## src/inc/sse_consts.vh

```
// How it works
// - Every block is visited in each of passes one to five.
// - Pass one erases all; erase failure marks bad.
// - Pass two writes 0x55, reads back each location.
// - Write failure or readback mismatch marks block bad.
// - Pass three erases all; erase failure marks bad.
// - Pass four writes 0xaa, reads back each location.
// - Pass five erases all; erase failure marks bad.
// - New bad block appended, secured flag clear.
// - Blocks absent from bad table count as erased.
// - Bad entries already flagged secured are skipped.
// - Unsecured bad entries get zeros then ones loop.
// - Zeros loop rewrites failing page, 16 attempts max.
// - Remaining unexpected ones record block as failed.
// - Ones loop re-erases failing block, 16 attempts max.
// - Remaining unexpected zeros record block as failed.
// - Report count of unsecured failed-table entries.
// - User command reads failed erase table.
// - User reads block data and marks entries secured.
// - Empty failure count makes file text repeat.
`ifndef SSE_CONSTS_VH
`define SSE_CONSTS_VH

`define SSE_OP_ERASE 2'h0
`define SSE_OP_PROG  2'h1
`define SSE_OP_READ  2'h2

`define SSE_PAT_A    8'h55
`define SSE_PAT_B    8'haa
`define SSE_PAT_ZERO 8'h00
`define SSE_PAT_ONE  8'hff

`define SSE_P_ER1    3'h0
`define SSE_P_WRA    3'h1
`define SSE_P_ER2    3'h2
`define SSE_P_WRB    3'h3
`define SSE_P_ER3    3'h4
`define SSE_P_BAD    3'h5
`define SSE_P_USER   3'h6

`define SSE_TRIES    5'h10

`define SSE_TEXT     96'h536563757265204572617365
`define SSE_TEXT_END 4'hb

`endif

```

## src/verilog/sse_seq.v

```verilog
`timescale 1ns/10ps
`default_nettype none
`include "sse_consts.vh"

module sse_seq #(
   parameter BOARD_W = 2,
   parameter CHIP_W  = 2,
   parameter BLOCK_W = 4,
   parameter PAGE_W  = 2,
   parameter BBT_AW  = 4,
   parameter FET_AW  = 4
) (
   input  wire                               i_clk,
   input  wire                               i_srst,
   input  wire                               i_start,
   input  wire                               i_fet_rd,
   input  wire [FET_AW-1:0]                  i_fet_idx,
   input  wire                               i_mark,
   input  wire [FET_AW-1:0]                  i_mark_idx,
   input  wire                               i_blk_rd,
   input  wire [BOARD_W+CHIP_W+BLOCK_W-1:0]  i_blk_addr,
   input  wire [PAGE_W-1:0]                  i_blk_page,
   input  wire                               i_file_rd,
   input  wire                               i_fl_done,
   input  wire                               i_fl_fail,
   input  wire [7:0]                         i_fl_and,
   input  wire [7:0]                         i_fl_or,
   output reg                                o_busy,
   output reg                                o_done,
   output reg  [FET_AW:0]                    o_fail_cnt,
   output reg  [FET_AW:0]                    o_fet_cnt,
   output reg                                o_fet_valid,
   output wire [BOARD_W+CHIP_W+BLOCK_W:0]    o_fet_data,
   output reg                                o_blk_valid,
   output reg  [7:0]                         o_blk_and,
   output reg  [7:0]                         o_blk_or,
   output reg                                o_file_valid,
   output reg  [7:0]                         o_file_byte,
   output reg                                o_fl_req,
   output reg  [1:0]                         o_fl_op,
   output wire [BOARD_W-1:0]                 o_fl_board,
   output wire [CHIP_W-1:0]                  o_fl_chip,
   output wire [BLOCK_W-1:0]                 o_fl_block,
   output reg  [PAGE_W-1:0]                  o_fl_page,
   output reg  [7:0]                         o_fl_wdata
);

   localparam AW = BOARD_W + CHIP_W + BLOCK_W;
   localparam S_IDLE  = 10'h001;
   localparam S_OP    = 10'h002;
   localparam S_WAIT  = 10'h004;
   localparam S_EVAL  = 10'h008;
   localparam S_ADV   = 10'h010;
   localparam S_SCAN  = 10'h020;
   localparam S_SCMP  = 10'h040;
   localparam S_BBRD  = 10'h080;
   localparam S_BBCHK = 10'h100;
   localparam S_FAPP  = 10'h200;
   reg  [9:0]          state;
   reg  [2:0]          pass;
   reg  [AW-1:0]       cur_blk;
   reg  [BBT_AW:0]     tbl_idx;
   reg  [BBT_AW:0]     bbt_cnt;
   reg  [4:0]          tries;
   reg                 zloop;
   reg                 blkfail;
   reg                 fl_fail;
   reg  [7:0]          fl_and;
   reg  [7:0]          fl_or;
   reg  [3:0]          txt_idx;
   reg  [(1<<FET_AW)-1:0] fet_sec;
   reg                 fet_sec_q;
   reg                 bbt_we;
   reg  [AW:0]         bbt_wdata;
   reg  [BBT_AW-1:0]   bbt_waddr;
   reg                 fet_we;
   reg  [AW-1:0]       fet_wdata;
   reg  [FET_AW-1:0]   fet_waddr;
   wire [AW:0]         bbt_rdata;
   wire [AW-1:0]       fet_rdata;
   wire [95:0]         txt = `SSE_TEXT;
   wire                wr_pass = (pass == `SSE_P_WRA) || (pass == `SSE_P_WRB);
   wire [2:0]          np = pass + 3'h1;
   wire                rd_bad = (fl_and != o_fl_wdata) || (fl_or != o_fl_wdata);
   wire                pg_bad = zloop ? (fl_or != `SSE_PAT_ZERO) : (fl_and != `SSE_PAT_ONE);

   assign o_fl_board = cur_blk[AW-1 -: BOARD_W];
   assign o_fl_chip  = cur_blk[BLOCK_W +: CHIP_W];
   assign o_fl_block = cur_blk[BLOCK_W-1:0];
   assign o_fet_data = {fet_rdata, fet_sec_q};

   // Bad block table: each entry is {board, chip, block, secured flag}.
   sse_tbl #(
      .DW (AW + 1),
      .AW (BBT_AW)
   ) u_bbt (
      .i_clk   (i_clk),
      .i_we    (bbt_we),
      .i_waddr (bbt_waddr),
      .i_wdata (bbt_wdata),
      .i_raddr (tbl_idx[BBT_AW-1:0]),
      .o_rdata (bbt_rdata)
   );

   // Failed erase table; secured flags live in a register vector beside it.
   sse_tbl #(
      .DW (AW),
      .AW (FET_AW)
   ) u_fet (
      .i_clk   (i_clk),
      .i_we    (fet_we),
      .i_waddr (fet_waddr),
      .i_wdata (fet_wdata),
      .i_raddr (i_fet_idx),
      .o_rdata (fet_rdata)
   );

   always @(posedge i_clk) begin
      if (i_srst) begin
         state        <= S_IDLE;
         cur_blk      <= {AW{1'b0}};
         bbt_cnt      <= {(BBT_AW+1){1'b0}};
         txt_idx      <= 4'h0;
         fet_sec      <= {(1<<FET_AW){1'b0}};
         fet_sec_q    <= 1'b0;
         bbt_we       <= 1'b0;
         fet_we       <= 1'b0;
         o_busy       <= 1'b0;
         o_done       <= 1'b0;
         o_fail_cnt   <= {(FET_AW+1){1'b0}};
         o_fet_cnt    <= {(FET_AW+1){1'b0}};
         o_fet_valid  <= 1'b0;
         o_blk_valid  <= 1'b0;
         o_blk_and    <= 8'h00;
         o_blk_or     <= 8'h00;
         o_file_valid <= 1'b0;
         o_file_byte  <= 8'h00;
         o_fl_req     <= 1'b0;
         o_fl_op      <= `SSE_OP_ERASE;
         o_fl_page    <= {PAGE_W{1'b0}};
         o_fl_wdata   <= 8'h00;
      end else begin
         o_fl_req     <= 1'b0;
         o_done       <= 1'b0;
         o_fet_valid  <= 1'b0;
         o_blk_valid  <= 1'b0;
         o_file_valid <= 1'b0;
         bbt_we       <= 1'b0;
         fet_we       <= 1'b0;
         case (state)
            S_IDLE: begin
               if (i_start) begin
                  pass       <= `SSE_P_ER1;
                  cur_blk    <= {AW{1'b0}};
                  o_fl_page  <= {PAGE_W{1'b0}};
                  o_fl_op    <= `SSE_OP_ERASE;
                  o_fet_cnt  <= {(FET_AW+1){1'b0}};
                  o_fail_cnt <= {(FET_AW+1){1'b0}};
                  fet_sec    <= {(1<<FET_AW){1'b0}};
                  o_busy     <= 1'b1;
                  state      <= S_OP;
               end else if (i_fet_rd) begin
                  o_fet_valid <= 1'b1;
                  fet_sec_q   <= fet_sec[i_fet_idx];
               end else if (i_mark) begin
                  if (({1'b0, i_mark_idx} < o_fet_cnt) && !fet_sec[i_mark_idx]) begin
                     fet_sec[i_mark_idx] <= 1'b1;
                     o_fail_cnt          <= o_fail_cnt - 1'b1;
                  end
               end else if (i_blk_rd) begin
                  pass      <= `SSE_P_USER;
                  cur_blk   <= i_blk_addr;
                  o_fl_page <= i_blk_page;
                  o_fl_op   <= `SSE_OP_READ;
                  o_busy    <= 1'b1;
                  state     <= S_OP;
               end else if (i_file_rd) begin
                  o_file_valid <= 1'b1;
                  if (o_fail_cnt == {(FET_AW+1){1'b0}}) begin
                     o_file_byte <= txt[{`SSE_TEXT_END - txt_idx, 3'h0} +: 8];
                     txt_idx     <= (txt_idx == `SSE_TEXT_END) ? 4'h0 : txt_idx + 4'h1;
                  end else begin
                     o_file_byte <= 8'h00;
                  end
               end
            end
            S_OP: begin
               o_fl_req <= 1'b1;
               state    <= S_WAIT;
            end
            S_WAIT: begin
               if (i_fl_done) begin
                  fl_fail <= i_fl_fail;
                  fl_and  <= i_fl_and;
                  fl_or   <= i_fl_or;
                  state   <= S_EVAL;
               end
            end
            S_EVAL: begin
               tbl_idx <= (pass == `SSE_P_BAD) ? tbl_idx : {(BBT_AW+1){1'b0}};
               if (pass == `SSE_P_USER) begin
                  o_blk_valid <= 1'b1;
                  o_blk_and   <= fl_and;
                  o_blk_or    <= fl_or;
                  o_busy      <= 1'b0;
                  state       <= S_IDLE;
               end else if (pass == `SSE_P_BAD) begin
                  if (o_fl_op != `SSE_OP_READ) begin
                     o_fl_op <= `SSE_OP_READ;
                     state   <= S_OP;
                  end else if (pg_bad && (tries < `SSE_TRIES - 5'h01)) begin
                     tries   <= tries + 5'h01;
                     o_fl_op <= zloop ? `SSE_OP_PROG : `SSE_OP_ERASE;
                     state   <= S_OP;
                  end else begin
                     blkfail <= blkfail | pg_bad;
                     tries   <= 5'h00;
                     if (&o_fl_page) begin
                        o_fl_page <= {PAGE_W{1'b0}};
                        if (zloop) begin
                           zloop      <= 1'b0;
                           o_fl_op    <= `SSE_OP_ERASE;
                           o_fl_wdata <= `SSE_PAT_ONE;
                           state      <= S_OP;
                        end else begin
                           state <= S_FAPP;
                        end
                     end else begin
                        o_fl_page <= o_fl_page + 1'b1;
                        o_fl_op   <= zloop ? `SSE_OP_PROG : `SSE_OP_ERASE;
                        state     <= S_OP;
                     end
                  end
               end else if (o_fl_op == `SSE_OP_PROG) begin
                  if (fl_fail) begin
                     state <= S_SCAN;
                  end else begin
                     o_fl_op <= `SSE_OP_READ;
                     state   <= S_OP;
                  end
               end else if (o_fl_op == `SSE_OP_READ) begin
                  state <= rd_bad ? S_SCAN : S_ADV;
               end else begin
                  state <= fl_fail ? S_SCAN : S_ADV;
               end
            end
            S_ADV: begin
               if (!wr_pass || (&o_fl_page)) begin
                  o_fl_page <= {PAGE_W{1'b0}};
                  if (&cur_blk) begin
                     cur_blk <= {AW{1'b0}};
                     if (pass == `SSE_P_ER3) begin
                        pass    <= `SSE_P_BAD;
                        tbl_idx <= {(BBT_AW+1){1'b0}};
                        state   <= S_BBRD;
                     end else begin
                        pass       <= np;
                        o_fl_op    <= np[0] ? `SSE_OP_PROG : `SSE_OP_ERASE;
                        o_fl_wdata <= (np == `SSE_P_WRA) ? `SSE_PAT_A : `SSE_PAT_B;
                        state      <= S_OP;
                     end
                  end else begin
                     cur_blk <= cur_blk + 1'b1;
                     o_fl_op <= wr_pass ? `SSE_OP_PROG : `SSE_OP_ERASE;
                     state   <= S_OP;
                  end
               end else begin
                  o_fl_page <= o_fl_page + 1'b1;
                  o_fl_op   <= `SSE_OP_PROG;
                  state     <= S_OP;
               end
            end
            S_SCAN: begin
               if (tbl_idx == bbt_cnt) begin
                  if (!bbt_cnt[BBT_AW]) begin
                     bbt_we    <= 1'b1;
                     bbt_waddr <= bbt_cnt[BBT_AW-1:0];
                     bbt_wdata <= {cur_blk, 1'b0};
                     bbt_cnt   <= bbt_cnt + 1'b1;
                  end
                  state <= S_ADV;
               end else begin
                  state <= S_SCMP;
               end
            end
            S_SCMP: begin
               if (bbt_rdata[AW:1] == cur_blk) begin
                  state <= S_ADV;
               end else begin
                  tbl_idx <= tbl_idx + 1'b1;
                  state   <= S_SCAN;
               end
            end
            S_BBRD: begin
               if (tbl_idx == bbt_cnt) begin
                  o_busy <= 1'b0;
                  o_done <= 1'b1;
                  state  <= S_IDLE;
               end else begin
                  state <= S_BBCHK;
               end
            end
            S_BBCHK: begin
               if (bbt_rdata[0]) begin
                  tbl_idx <= tbl_idx + 1'b1;
                  state   <= S_BBRD;
               end else begin
                  cur_blk    <= bbt_rdata[AW:1];
                  o_fl_page  <= {PAGE_W{1'b0}};
                  tries      <= 5'h00;
                  zloop      <= 1'b1;
                  blkfail    <= 1'b0;
                  o_fl_op    <= `SSE_OP_PROG;
                  o_fl_wdata <= `SSE_PAT_ZERO;
                  state      <= S_OP;
               end
            end
            S_FAPP: begin
               if (blkfail && !o_fet_cnt[FET_AW]) begin
                  fet_we     <= 1'b1;
                  fet_waddr  <= o_fet_cnt[FET_AW-1:0];
                  fet_wdata  <= cur_blk;
                  o_fet_cnt  <= o_fet_cnt + 1'b1;
                  o_fail_cnt <= o_fail_cnt + 1'b1;
               end
               tbl_idx <= tbl_idx + 1'b1;
               state   <= S_BBRD;
            end
            default: begin
               state <= S_IDLE;
            end
         endcase
      end
   end

endmodule

`default_nettype wire

```

## src/verilog/sse_tbl.v

```verilog
`timescale 1ns/10ps
`default_nettype none

module sse_tbl #(
   parameter DW = 9,
   parameter AW = 4
) (
   input  wire          i_clk,
   input  wire          i_we,
   input  wire [AW-1:0] i_waddr,
   input  wire [DW-1:0] i_wdata,
   input  wire [AW-1:0] i_raddr,
   output reg  [DW-1:0] o_rdata
);

   reg [DW-1:0] mem [0:(1<<AW)-1];

   always @(posedge i_clk) begin
      if (i_we) begin
         mem[i_waddr] <= i_wdata;
      end
      o_rdata <= mem[i_raddr];
   end

endmodule

`default_nettype wire

```

## config.mk

```make
export PLATFORM = sky130hd
export DESIGN_NAME = sse_seq
export DESIGN_NICKNAME = d
export VERILOG_FILES = /design/src/verilog/sse_seq.v /design/src/verilog/sse_tbl.v
export VERILOG_INCLUDE_DIRS = /design/src /design/src/inc
export SDC_FILE = /design/constraint.sdc
export NUM_CORES = 1
export LEC_CHECK = 0
export ABC_AREA = 0
export BUFFER_PORTS_ARGS = -buffer_cell sky130_fd_sc_hd__buf_2
export CAP_MARGIN = 20
export CORE_AREA = 2 2 291 178
export CTS_BUF_LIST = sky130_fd_sc_hd__clkbuf_4
export CTS_CLUSTER_DIAMETER = 120
export DETAILED_ROUTE_END_ITERATION = 7
export DIE_AREA = 0 0 293 180
export GPL_ROUTABILITY_DRIVEN = 0
export PLACE_DENSITY_LB_ADDON = 0.1
export SLEW_MARGIN = 5
export SYNTH_ARGS = -nofsm -noshare
export SYNTH_HDL_FRONTEND = slang
export SYNTH_SLANG_ARGS = --single-unit
```

## constraint.sdc

```tcl
create_clock -name i_clk -period 7.1 [get_ports i_clk]
set_input_delay 0.71 -clock i_clk [delete_from_list [all_inputs] [get_ports i_clk]]
set_output_delay 0.71 -clock i_clk [all_outputs]
set_load 0.03 [all_outputs]
```

; ---- After elaboration in Yosys (flattened, before gate mapping)
; Memories as Yosys holds them, arrays and structs flattened. A register that Yosys moved wholly into a read port is not among the register bits.
; Index checks and enable logic that the tools add are counted.
; Widths: inputs -> output; s select.
[totals]
register_bits = 163
ramBits = 256
input_bits = 43
out_inout_bits = 69
wordCells = 327
mem_count = 2
[op_classes]
n_addsub = 11
order_cmp = 5
eq_ne = 54
n_shift = 1
muxes = 151
bitwise = 14
n_reduce_logical = 53
[memory_table]
columns = memory, words, word_bits, rd, rd_ports_with_merged_regs, wr, line_no
row1 = u_bbt.mem, 16, 8, 1, 1, 1, sse_tbl.v:16  ; reg [DW-1:0] mem [0:(1<<AW)-1];
row2 = u_fet.mem, 16, 8, 1, 1, 1, sse_tbl.v:16
[op_table]
columns = operator, count
row1 = $mux 8, 21
row2 = $mux 10, 14
row3 = $pmux 10 s10, 1
row4 = $shiftx 96x8->8 const A, 1
row5 = $mux 5, 19
row6 = $mux 16, 4
row7 = $mux 2, 27
row8 = $pmux 8 s3, 2
row9 = $ne 2x2->1 const B, 20
row10 = $mux 1, 35
row11 = $mux 6, 5
row12 = $pmux 5 s2, 3
row13 = $add 5x1->5 const B, 5
row14 = $pmux 5 s5, 1
row15 = $reduce_and 6->1, 4
row16 = $reduce_and 8->1, 3
row17 = $mux 3, 7
row18 = $ne 3x3->1 const B, 7
row19 = $reduce_and 7->1, 3
row20 = $ne 8x8->1, 2
row21 = $or 16x16->16, 1
row22 = $pmux 2 s4, 2
row23 = $reduce_and 3->1, 5
row24 = $not 1->1, 12
row25 = 59 further kinds, 85

; ---- Logic depth before layout (Yosys ltp)
; Gate-level depths: netlist of the first run.
[logic_depth]
word_depth = 9
mapped_depth = 10
mapped_depth_nobuf = 8

; ---- Cells and area by module
; Synthesis of the first run repeated with hierarchy kept, for this count alone.
[unflattened]
hier_cells = 1232
area_unflattened_um2 = 18248.8
[modules_own_cells]
columns = mod, instances, cells_per_inst, area_each_um2, seq_area_each_um2
row1 = sse_seq, 1, 749, 7320.8, 3483.3
row2 = sse_tbl (u_bbt), 1, 254, 5780.5, 4504.3
row3 = sse_tbl (u_fet), 1, 229, 5147.4, 4003.8

; ---- Worst setup path before layout of the first run
; OpenSTA, ideal clock, no wires.
[synth_path]
path_type = reg2reg
from = register state[5]
to = register fl_and[0], enable pin
setup_time_ps = 441
arrival_ps = 3284
required_time_ps = 6659
setup_slack_ps = 3375
stages_incl_launch_ff = 5
n_path_buf = 1
period_less_slack_ps = 3725
cell_sequence = dfxtp_1 or3_1 buf_2 or4_1 nor4b_1
[synth_via]
elab_chain_cells = 2
[synth_lines]
columns = element, line_no
row1 = "start, declared", sse_seq.v:59  ; reg [9:0] state;
row2 = "start signal, assigned", sse_seq.v:242  ; state <= rd_bad ? S_SCAN : S_ADV;
row3 = "start signal, assigned", sse_seq.v:244  ; state <= fl_fail ? S_SCAN : S_ADV;
row4 = $eq 10x3->1, sse_seq.v:150  ; case (state)
row5 = $reduce_and 3->1 (no line), --
row6 = "end signal, assigned", sse_seq.v:194  ; fl_and <= i_fl_and;
row7 = "end, declared", sse_seq.v:68  ; reg [7:0] fl_and;
; Every way passes these cells.
; A chain may end at the register's enable or synchronous reset.

; ---- Worst setup path in the final report of the first run
[layout_path]
from = register state[0]
to = register cur_blk[5]
[layout_via]
elab_chain_cells = 3
word_cells_on_any_way = 11
cone_classes = eq/ne (8) / mux (1) / reduce/logical (2)
[layout_lines]
columns = element, line_no
row1 = "$eq 10x1->1, or another cell as far along", sse_seq.v:150
row2 = "$ne 3x3->1 (no line), or another cell as far along", --
row3 = $reduce_and 6->1 (no line), --
row4 = "end signal, assigned", sse_seq.v:121  ; cur_blk <= {AW{1'b0}};
row5 = "end signal, assigned", sse_seq.v:154  ; cur_blk <= {AW{1'b0}};
row6 = "end signal, assigned", sse_seq.v:172  ; cur_blk <= i_blk_addr;
row7 = "end, declared", sse_seq.v:61  ; reg [AW-1:0] cur_blk;
; Parallel ways exist; a longest one is shown, timed or not.

==> results of run 1 <==
placed cells by master (no fill, tap or decap), types with 5 or more instances in the layout:
master and n:
edfxtp_1 312, or4_1 6, nor3_2 6, clkinv_2 5
nand2_1 103, mux2i_1 11, clkinv_1 28, buf_6 8
nor4b_1 5, a211oi_1 7, nor2b_1 5, a21oi_1 45
a22oi_1 9, mux4_2 86, nor4_1 13, buf_2 109
and3_1 10, ha_1 23, a31oi_1 6, nand3_1 22
nor2_1 86, o41ai_1 17, o21ai_0 21, buf_4 22
dfxtp_1 106, or3_1 5, nand2b_1 17, xnor2_1 11
clkbuf_4 154, inv_1 24, nand4_1 12, xor2_1 13
nand3b_1 9, and2_1 6, nor3_1 29
cell type report:
type	count	share of cell area, %
antenna	1	0.01247
clock buffer	153	5.723
sequential	418	57.26
tap	660	4.115
timing repair buffer	140	4.027
inverter	25	0.4676
multi-input combinational	661	27.33
clock inverter	39	1.072
state kept, by name, summed over array words and instances (netlist names), 10 cells and up:
| register | cells |
|---|---|
| fet_sec | 16 |
| u_bbt.mem | 128 |
| u_fet.mem | 128 |
| state | 10 |
cell families after synthesis:
logic type | Yosys count | share of synthesized area, %
muxes | 101 | 12.09
adders and majority gates | 23 | 1.663
DFF | 418 | 66.39
xor gates and xnor gates | 24 | 1.214
other | 1 | 0.02166
AOI/OAI and AO/OA | 156 | 6.296
buffers and inverters | 87 | 2.234
and+or+nand+nor | 355 | 10.10
worst min-delay path by stage:
stage / to / cells past startpoint / from / slack (ns)
after global placement: o_blk_and[7]$_SDFFE_PP0P_ / 2 / o_blk_and[7]$_SDFFE_PP0P_ / 0.45
after CTS: fl_or[3]$_DFFE_PP_ / 1 / i_fl_or[3] / 0.002
after detailed placement: o_blk_and[6]$_SDFFE_PP0P_ / 2 / o_blk_and[6]$_SDFFE_PP0P_ / 0.44
final: fl_or[3]$_DFFE_PP_ / 1 / i_fl_or[3] / 0.11
after global routing: fl_or[3]$_DFFE_PP_ / 1 / i_fl_or[3] / 0.01
after floorplan: fet_sec[1]$_SDFFE_PP0P_ / 2 / fet_sec[1]$_SDFFE_PP0P_ / 0.43
metrics by stage:
step	setup slack, ns	power (mW)	instances
6_report	3.749	5.126	2097
5_1_grt	3.361	5.355	2097
2_1_floorplan	3.375	2.964	1166
3_3_place_gp	3.759	3.103	1894
4_1_cts	3.743	5.198	2090
3_5_place_dp	3.584	3.105	1898
cell usage after synthesis, types with 4 or more instances:
library cell	n	area [um2]
xor2_1	13	113.9
nand3b_1	9	67.56
or3_1	5	31.28
a31oi_1	6	37.54
inv_1	24	90.09
dfxtp_1	106	2122
o41ai_1	17	148.9
nor4_1	15	93.84
o21ai_0	21	105.1
nor2_1	86	322.8
and3_1	10	62.56
nor4b_1	6	52.55
buf_2	9	45.04
and2_1	6	37.54
nor3_1	35	175.2
clkbuf_1	36	135.1
buf_1	6	22.52
or4_1	6	45.04
a221oi_1	4	35.03
a21o_1	4	30.03
a32oi_1	4	35.03
a22oi_1	9	67.56
nor2b_1	5	31.28
o21a_1	4	30.03
a21oi_1	45	225.2
buf_4	9	67.56
xnor2_1	11	96.34
edfxtp_1	312	9369
nand4_1	12	75.07
nand3_1	22	110.1
mux4_2	86	1937
mux2i_1	11	110.1
mux2_2	4	45.04
nand2_1	103	386.6
a211oi_1	7	52.55
nand2b_1	17	106.4
ha_1	23	287.8
report_power, final:
part / leakage, nW / switching, mW / total (mW) / internal (mW)
Clock: 0.813 / 1.00 / 2.07 / 1.07
Sequential: 3.69 / 0.0492 / 2.68 / 2.63
Combinational: 2.43 / 0.252 / 0.383 / 0.131
routing by layer:
layer	up-vias	track usage (%)	routed length, um
met5	-	0	0
li1	4996	-	-
met4	0	4.964	799
met3	63	4.500	3319
met2	374	23.50	18920
met1	5504	29.69	24820
==> flow_metrics.tcl, run 1 <==
set metrics [dict create \
    post_drt_wl_per_cell_um 22.82 \
    die-area_um2 52740 \
    seq_area_um2 11490 \
    reg2reg_to "cur_blk[5]$_SDFFE_PP0P_" \
    cts_buffer_depth 3 \
    slowest_stage "nand4_1" \
    rr_worst_depth 6 \
    drive_above_1_share_pct 28.62 \
    maxCapViolCount 0 \
    p_per_area_nw_per_um2 255.4 \
    placed_area_um2 18640 \
    fmax_mhz 298.4 \
    worst-path-buf-inv 0 \
    crit_type "reg2reg" \
    cpLargestDelayFamily "simple AND/OR/NAND/NOR gates" \
    arrival_ns 4.08 \
    viasPerCell 5.216 \
    antenna_left 0 \
    syn_to_final_growth_pct 15.95 \
    drv_slew 0 \
    die_y_um 180 \
    cts_tree "built" \
    drcViolationCount 0 \
    critPathLaunch "state[0]$_SDFFE_PP1P_" \
    cts_sinks 418 \
    multi_input_area_um2 5484 \
    drt_iter0_drc 1199 \
    async_flop_share_pct 0 \
    antenna_found_initial 2 \
    worst_slew_pin_slew_ns 1.078 \
    grt_overflow 0 \
    fill_cells 4724 \
    final_area_um2 20070 \
    slowest_delay_ns 0.79 \
    crit_path_max_fanout 16 \
    critPathLaunchType "flop" \
    row_count 64 \
    grt_pass1_vias 10700 \
    synth_area_um2 17310 \
    finalCritPeriodShare_pct 47.20 \
    grt_pass1_wl_mm 70.96 \
    synth-seq-cells 418 \
    synthFlopType "edfxtp_1" \
    routed_wl_mm 47.86 \
    power_leakage_nw 6.928 \
    worstPathCellList "nor4_1 -> nand4_1 -> or3_1 -> and3b_1 -> a21oi_1 -> o21a_1" \
    start_util_pct 34.47 \
    max_slew_margin_pct 27.76 \
    hold_class "in2reg" \
    core_um2 50210 \
    syn_inst 1165 \
    cts_hold_buffers 0 \
    cts.clk_slew.worst_paths_ns 0.07 \
    finalSetupTns_ns 0 \
    num_io_pins 112 \
    dp.final_hpwl_mm 33.19 \
    fin_hold_ws_ns 0.1052 \
    fin_nets 1416 \
    grt_usage_pct 18.24 \
    post_cts_resized 0 \
    vias 10940 \
    r2r_start "state[0]$_SDFFE_PP1P_" \
    dr.pass1.iters 5 \
    io_buffer_count 109 \
    finalHoldViolCount 0 \
    fin_crit_ns 3.351 \
    required_ns 7.82 \
    syn_area_per_cell_um2 14.86 \
    rsz0062_at_grt "no" \
    seq_area_frac_synth_pct 66.39 \
    die_w_um 293 \
    synth_cell_types 75 \
    grt_max_degree 51 \
    cts_setup_buffers 0 \
    setup_viol 0 \
    skew_ns 0.06743 \
    outcome "complete, no violations" \
    end_kind "flop" \
    fin_util_pct 39.97 \
    cts_buffers 104 \
    synth_edf_count 312 \
    ys.warnings.count 0 \
    cts_root_buf "clkbuf_4" \
    rrSetupSlack_ns 3.75 \
    cp_num_cells 6 \
    insertion_delay_ns 0.81 \
    cts_max_level 3 \
    critPathCapture "cur_blk[5]$_SDFFE_PP0P_" \
    ir_worst_vdd_v 0.0001043 \
]
(Power assumes the default switching activity.)
==> inputs of run 2 (changes only) <==
==> constraint.sdc (replaced) <==
create_clock -name i_clk -period 2.9 [get_ports i_clk]
set_input_delay 0.29 -clock i_clk [delete_from_list [all_inputs] [get_ports i_clk]]
set_output_delay 0.29 -clock i_clk [all_outputs]
set_load 0.03 [all_outputs]
==> run 2 against run 1 <==
  * Worst setup slack got worse by 3.5 ns
  * Combinational power increased to 2.8 times the previous value
  * Worst hold slack got worse by 0.0019 ns
  * Power increased by 150%
  * Maximum frequency increased by 24%
  * Cell count increased by 4.0%
  * Clock power increased by 140%
  * First-iteration DRC count decreased by 13%
  * Global-route usage increased by 0.19 points
  * Non-clock buffer count increased by 85
  * Clock-buffer cell count increased by 4
  * Highest routed layer unchanged
==> flow_metrics.tcl, run 2 (same netlist as run 1, synthesis figures left out) <==
set metrics [dict create \
    outcome "complete, no violations" \
    grt_pass1_wl_mm 72.31 \
    grt_usage_pct 18.43 \
    antenna_left 0 \
    end_kind "flop" \
    routed_wl_mm 48.39 \
    die-area_um2 52740 \
    row_count 64 \
    multi_input_area_um2 5479 \
    grt_pass1_vias 10720 \
    fin_crit_ns 2.695 \
    die_y_um 180 \
    cts_tree "built" \
    required_ns 3.56 \
    io_buffer_count 109 \
    worst_slew_pin_slew_ns 0.8178 \
    die_w_um 293 \
    cts_setup_buffers 0 \
    reg_top3 "u_bbt.mem (128), u_fet.mem (128), fet_sec (16)" \
    clkPwrFrac_pct 40.1 \
    drcViolationCount 0 \
    start_util_pct 34.47 \
    mostFrequentLayoutCells "312 x edfxtp_1, 157 x clkbuf_4, 109 x buf_2" \
    antenna_found_initial 1 \
    p_sw_mw 3.234 \
    cts_max_level 3 \
    final_common_cell "edfxtp_1" \
    hold_class "in2reg" \
    fin_nets 1500 \
    p_int_mw 9.391 \
    max_slew_margin_pct 45.28 \
    crit_path_max_fanout 16 \
    finalCritPeriodShare_pct 92.94 \
    p_seq_share_pct 51.5 \
    grt_max_degree 35 \
    cts.clk_slew.worst_paths_ns 0.07 \
    dp.final_hpwl_mm 33.69 \
    core_um2 50210 \
    rsz0062_at_grt "no" \
    cts_root_buf "clkbuf_4" \
    cts_buffer_depth 3 \
    finalSetupTns_ns 0 \
    syn_to_final_growth_pct 20.10 \
    fill_cells 4683 \
    rrSetupSlack_ns 0.20 \
    cts_sinks 418 \
    grt_overflow 0 \
    drive_above_1_share_pct 30.35 \
    swShare_pct 25.62 \
    finalHoldViolCount 0 \
    vias 11310 \
    cts_buffers 103 \
    power_leakage_nw 7.319 \
    post_drt_wl_per_cell_um 22.19 \
    maxCapViolCount 0 \
    viasPerCell 5.184 \
    seq_area_um2 11490 \
    cpLargestDelayFamily "compound AO/OA/AOI/OAI gates" \
    num_io_pins 112 \
    setup_viol 0 \
    ir_worst_vdd_v 0.0002506 \
    fmax_mhz 371.0 \
    arrival_ns 3.35 \
    crit_top_cell "buf_4" \
    drt_iter0_drc 1040 \
    worstPathCellList "inv_1 -> ha_1 -> a211oi_1 -> nor3_1 -> a2111oi_2 -> buf_4 -> nor2b_1 -> o21ai_1 -> buf_4 -> o41ai_1" \
    dr.pass1.iters 5 \
    critPathLaunchType "flop" \
    drv_slew 0 \
    skew_ns 0.07585 \
    crit_type "reg2reg" \
    worst-path-buf-inv 3 \
    slowest_delay_ns 0.43 \
    slowest_stage "dfxtp_1" \
    fin_util_pct 41.40 \
    insertion_delay_ns 0.84 \
    p_per_area_nw_per_um2 607.3 \
    combPwrFrac_pct 8.4 \
]
run 2: worst register-to-register path: cells and delay by family, from the launching register on:
kind                       cells  cell delay (ns)
AOI/OAI and AO/OA              4             1.07
buffers and inverters          3             0.53
DFF                            1             0.43
adders and majority gates      1             0.31
and+or+nand+nor                2             0.22
run 2: metrics by stage:
| step | power [mW] | hold WS [ns] | cell area, um2 | worst slack (ns) | instances |
|---|---|---|---|---|---|
| 5_1_grt | 13.24 | 0.03999 | 20790 | 0.01628 | 2180 |
| 3_5_place_dp | 7.648 | 0.4451 | 19050 | 0.1339 | 1953 |
| 6_report | 12.63 | 0.1033 | 20790 | 0.2049 | 2181 |
| 4_1_cts | 12.80 | 0.03146 | 20780 | 0.04708 | 2179 |
| 2_1_floorplan | 7.257 | 0.3889 | 17320 | 0.009864 | 1166 |
| 3_3_place_gp | 7.649 | 0.4428 | 19050 | 0.2430 | 1953 |
run 2: repair_timing:
| item | in CTS | in global routing |
|---|---|---|
| gates resized for setup | 0 | 2 |
| setup endpoints to repair | 0 | 16 |
| hold buffers | 36 | 0 |
| hold endpoints to repair | 57 | 0 |
run 2: per-layer routing:
| layer | vias up | track usage, % | wire length, um | part of all wire (%) |
|---|---|---|---|---|
| met3 | 69 | 4.451 | 3227 | 6.7 |
| met4 | 0 | 4.718 | 759 | 1.6 |
| met5 | - | 0 | 0 | 0 |
| li1 | 5187 | - | - | - |
| met1 | 5685 | 30.96 | 25600 | 53 |
| met2 | 365 | 22.82 | 18800 | 39 |
run 2: area by class of cell:
class / instances / area share (%)
diodes: 2 / 0.02407
well taps: 660 / 3.972
inverters: 25 / 0.4514
clock inverters: 33 / 0.8847
multi-input cells: 661 / 26.36
repair buffers: 225 / 7.367
clock buffers: 157 / 5.670
flip-flops and latches: 418 / 55.28
run 2: worst paths after layout:
check                                      to  cells after the start                        start
setup / recovery      fet_sec[7]$_SDFFE_PP0P_                     10    o_fet_cnt[2]$_SDFFE_PP0P_
hold / removal       u_fet.o_rdata[0]$_DFF_P_                      2                 i_fet_idx[2]
setup reg to reg      fet_sec[7]$_SDFFE_PP0P_                     10    o_fet_cnt[2]$_SDFFE_PP0P_
hold reg to reg   o_file_byte[5]$_SDFFE_PP0P_                      2  o_file_byte[5]$_SDFFE_PP0P_
run 2: power groups by stage:
| stage | Combinational [mW] | Sequential (mW) | Clock [mW] |
|---|---|---|---|
| after global placement | 1.01 | 6.64 | 0 |
| after detailed placement | 1.01 | 6.64 | 0 |
| after floorplan | 0.506 | 6.75 | 0 |
| final | 1.06 | 6.51 | 5.06 |
| after global routing | 1.15 | 6.51 | 5.58 |
| after CTS | 1.06 | 6.50 | 5.24 |
==> inputs of run 3 (changes only) <==
--- a/config.mk
+++ b/config.mk
@@ -9,11 +9,11 @@
 export ABC_AREA = 0
 export BUFFER_PORTS_ARGS = -buffer_cell sky130_fd_sc_hd__buf_2
 export CAP_MARGIN = 20
-export CORE_AREA = 2 2 291 178
+export CORE_AREA = 2 2 226 228
 export CTS_BUF_LIST = sky130_fd_sc_hd__clkbuf_4
 export CTS_CLUSTER_DIAMETER = 120
 export DETAILED_ROUTE_END_ITERATION = 7
-export DIE_AREA = 0 0 293 180
+export DIE_AREA = 0 0 228 230
 export GPL_ROUTABILITY_DRIVEN = 0
 export PLACE_DENSITY_LB_ADDON = 0.1
 export SLEW_MARGIN = 5
==> run 3 against run 2 <==
  * Worst hold slack lost 0.00091 ns
  * Power grew 2.4%
  * Combinational power shrank 5%
  * Sequential share of layout area shrank 0.39 points
  * Clock power grew 6.9%
  * Register-to-register slack gained 0.04 ns
  * Maximum frequency grew 1.7%
  * Sequential power is essentially flat
  * Via count shrank 2.5%
==> flow_metrics.tcl, run 3 (same netlist as run 1, synthesis figures left out) <==
set metrics [dict create \
    power_leakage_nw 7.395 \
    cts_buffer_depth 3 \
    cpLargestDelayFamily "simple AND/OR/NAND/NOR gates" \
    slowest_stage "or4_1" \
    die_y_um 230 \
    cp_num_cells 6 \
    finalSetupTns_ns 0 \
    worst_slew_pin_slew_ns 0.8075 \
    p_per_area_nw_per_um2 617.6 \
    end_kind "flop" \
    cts.clk_slew.worst_paths_ns 0.06 \
    cts_buffers 110 \
    worst-path-buf-inv 2 \
    start_util_pct 34.71 \
    drv_slew 0 \
    cts_root_buf "clkbuf_4" \
    cts_setup_buffers 0 \
    final_common_cell "edfxtp_1" \
    arrival_ns 3.19 \
    cts_max_level 3 \
    ir_worst_vdd_v 0.0003474 \
    setup_viol 0 \
    post_drt_wl_per_cell_um 19.54 \
    p_int_mw 9.821 \
    cts_tree "built" \
    p_seq_share_pct 50.3 \
    clkPwrFrac_pct 41.9 \
    drt_iter0_drc 692 \
    die-area_um2 52440 \
    slowest_delay_ns 0.65 \
    critPathLaunchType "flop" \
    fin_cells 2196 \
    reg_top3 "u_bbt.mem (128), u_fet.mem (128), fet_sec (16)" \
    grt_max_degree 48 \
    cts_sinks 418 \
    finalHoldViolCount 0 \
    finalCritPeriodShare_pct 91.40 \
    die_w_um 228 \
    grt_overflow 0 \
    dr.pass1.iters 6 \
    maxCapViolCount 0 \
    insertion_delay_ns 0.85 \
    combPwrFrac_pct 7.8 \
    syn_to_final_growth_pct 20.96 \
    grt_usage_pct 16.52 \
    fmax_mhz 377.3 \
    rr_worst_depth 6 \
    grt_pass1_vias 11370 \
    crit_path_max_fanout 14 \
    hold_class "in2reg" \
    fin_util_pct 41.99 \
    drive_above_1_share_pct 30.75 \
    worstPathCellList "or4_1 -> or4_1 -> inv_2 -> a21oi_1 -> nor3_1 -> buf_4" \
    dp.final_hpwl_mm 29.09 \
    crit_top_cell "or4_1" \
    outcome "complete, no violations" \
    rsz0062_at_grt "no" \
    min_path_cells 4 \
    io_buffer_count 109 \
    swShare_pct 24.05 \
    max_slew_margin_pct 45.97 \
    skew_ns 0.03267 \
    fin_nets 1501 \
    num_io_pins 112 \
    fin_crit_ns 2.651 \
    p_sw_mw 3.109 \
    fill_cells 4743 \
    drcViolationCount 0 \
    antenna_left 0 \
    grt_pass1_wl_mm 66.51 \
    required_ns 3.44 \
    antenna_found_initial 2 \
    core_um2 49860 \
    viasPerCell 5.018 \
    crit_type "reg2reg" \
    vias 11020 \
    placedCellCount 1954 \
    mostFrequentLayoutCells "312 x edfxtp_1, 176 x clkbuf_4, 109 x buf_2" \
    routed_wl_mm 42.91 \
    row_count 82 \
]
-- run 3: path summary, 6_finish.rpt --
kind / startpoint / to / slack (ns)
setup / recovery: state[9]$_SDFFE_PP0P_ / tries[2]$_SDFFCE_PP0P_ / 0.25
hold / removal: i_blk_addr[1] / cur_blk[1]$_SDFFE_PP0P_ / 0.10
setup reg to reg: state[9]$_SDFFE_PP0P_ / tries[2]$_SDFFCE_PP0P_ / 0.25
hold reg to reg: o_blk_or[3]$_SDFFE_PP0P_ / o_blk_or[3]$_SDFFE_PP0P_ / 0.45
-- run 3: power groups by stage --
stage	registers (mW)	logic [mW]	clock network, mW
after floorplan	6.75	0.506	0
after global placement	6.63	0.969	0
final	6.50	1.01	5.41
after global routing	6.51	1.10	5.94
after detailed placement	6.63	0.976	0
after CTS	6.50	1.02	5.61
-- run 3: worst min-delay path, cell delays in order --
cell	delay (ns)
buf_2	0.13
nor4b_1	0.14
a221oi_1	0.22
a211oi_1	0.10
-- run 3: final cells by class --
class / instances / area, um2 / area share [%]
well taps: 672 / 840.8 / 4.016
diodes: 2 / 5.005 / 0.02390
repair buffers: 219 / 1540 / 7.356
clock buffers: 176 / 1321 / 6.311
clock inverters: 23 / 178.9 / 0.8545
flip-flops and latches: 418 / 11490 / 54.88
multi-input cells: 661 / 5466 / 26.11
inverters: 25 / 93.84 / 0.4482
-- run 3: per-layer routing --
metal | vias up | part of all wire [%] | GRT usage [%]
met5 | - | 0 | 0
met4 | 0 | 2.5 | 6.270
met3 | 81 | 4.6 | 3.646
met2 | 276 | 47 | 26.73
met1 | 5496 | 46 | 21.78
li1 | 5167 | - | -
-- run 3: timing repair --
| action | in CTS | in global routing |
|---|---|---|
| endpoints found under the hold margin | 73 | 0 |
| hold buffers | 41 | 0 |
| gates resized for setup | 0 | 0 |
-- run 3: metrics by stage --
step / total power [mW] / hold slack (ns) / setup WS [ns] / cell area [um2]
floorplan: 7.257 / 0.3889 / 0.009864 / 17320
global placement: 7.599 / 0.4414 / 0.2016 / 19000
detailed placement: 7.608 / 0.4459 / 0.2780 / 19020
CTS: 13.14 / 0.01202 / 0.2440 / 20930
global route: 13.55 / 0.08068 / 0.04571 / 20940
finish: 12.93 / 0.1024 / 0.2495 / 20940
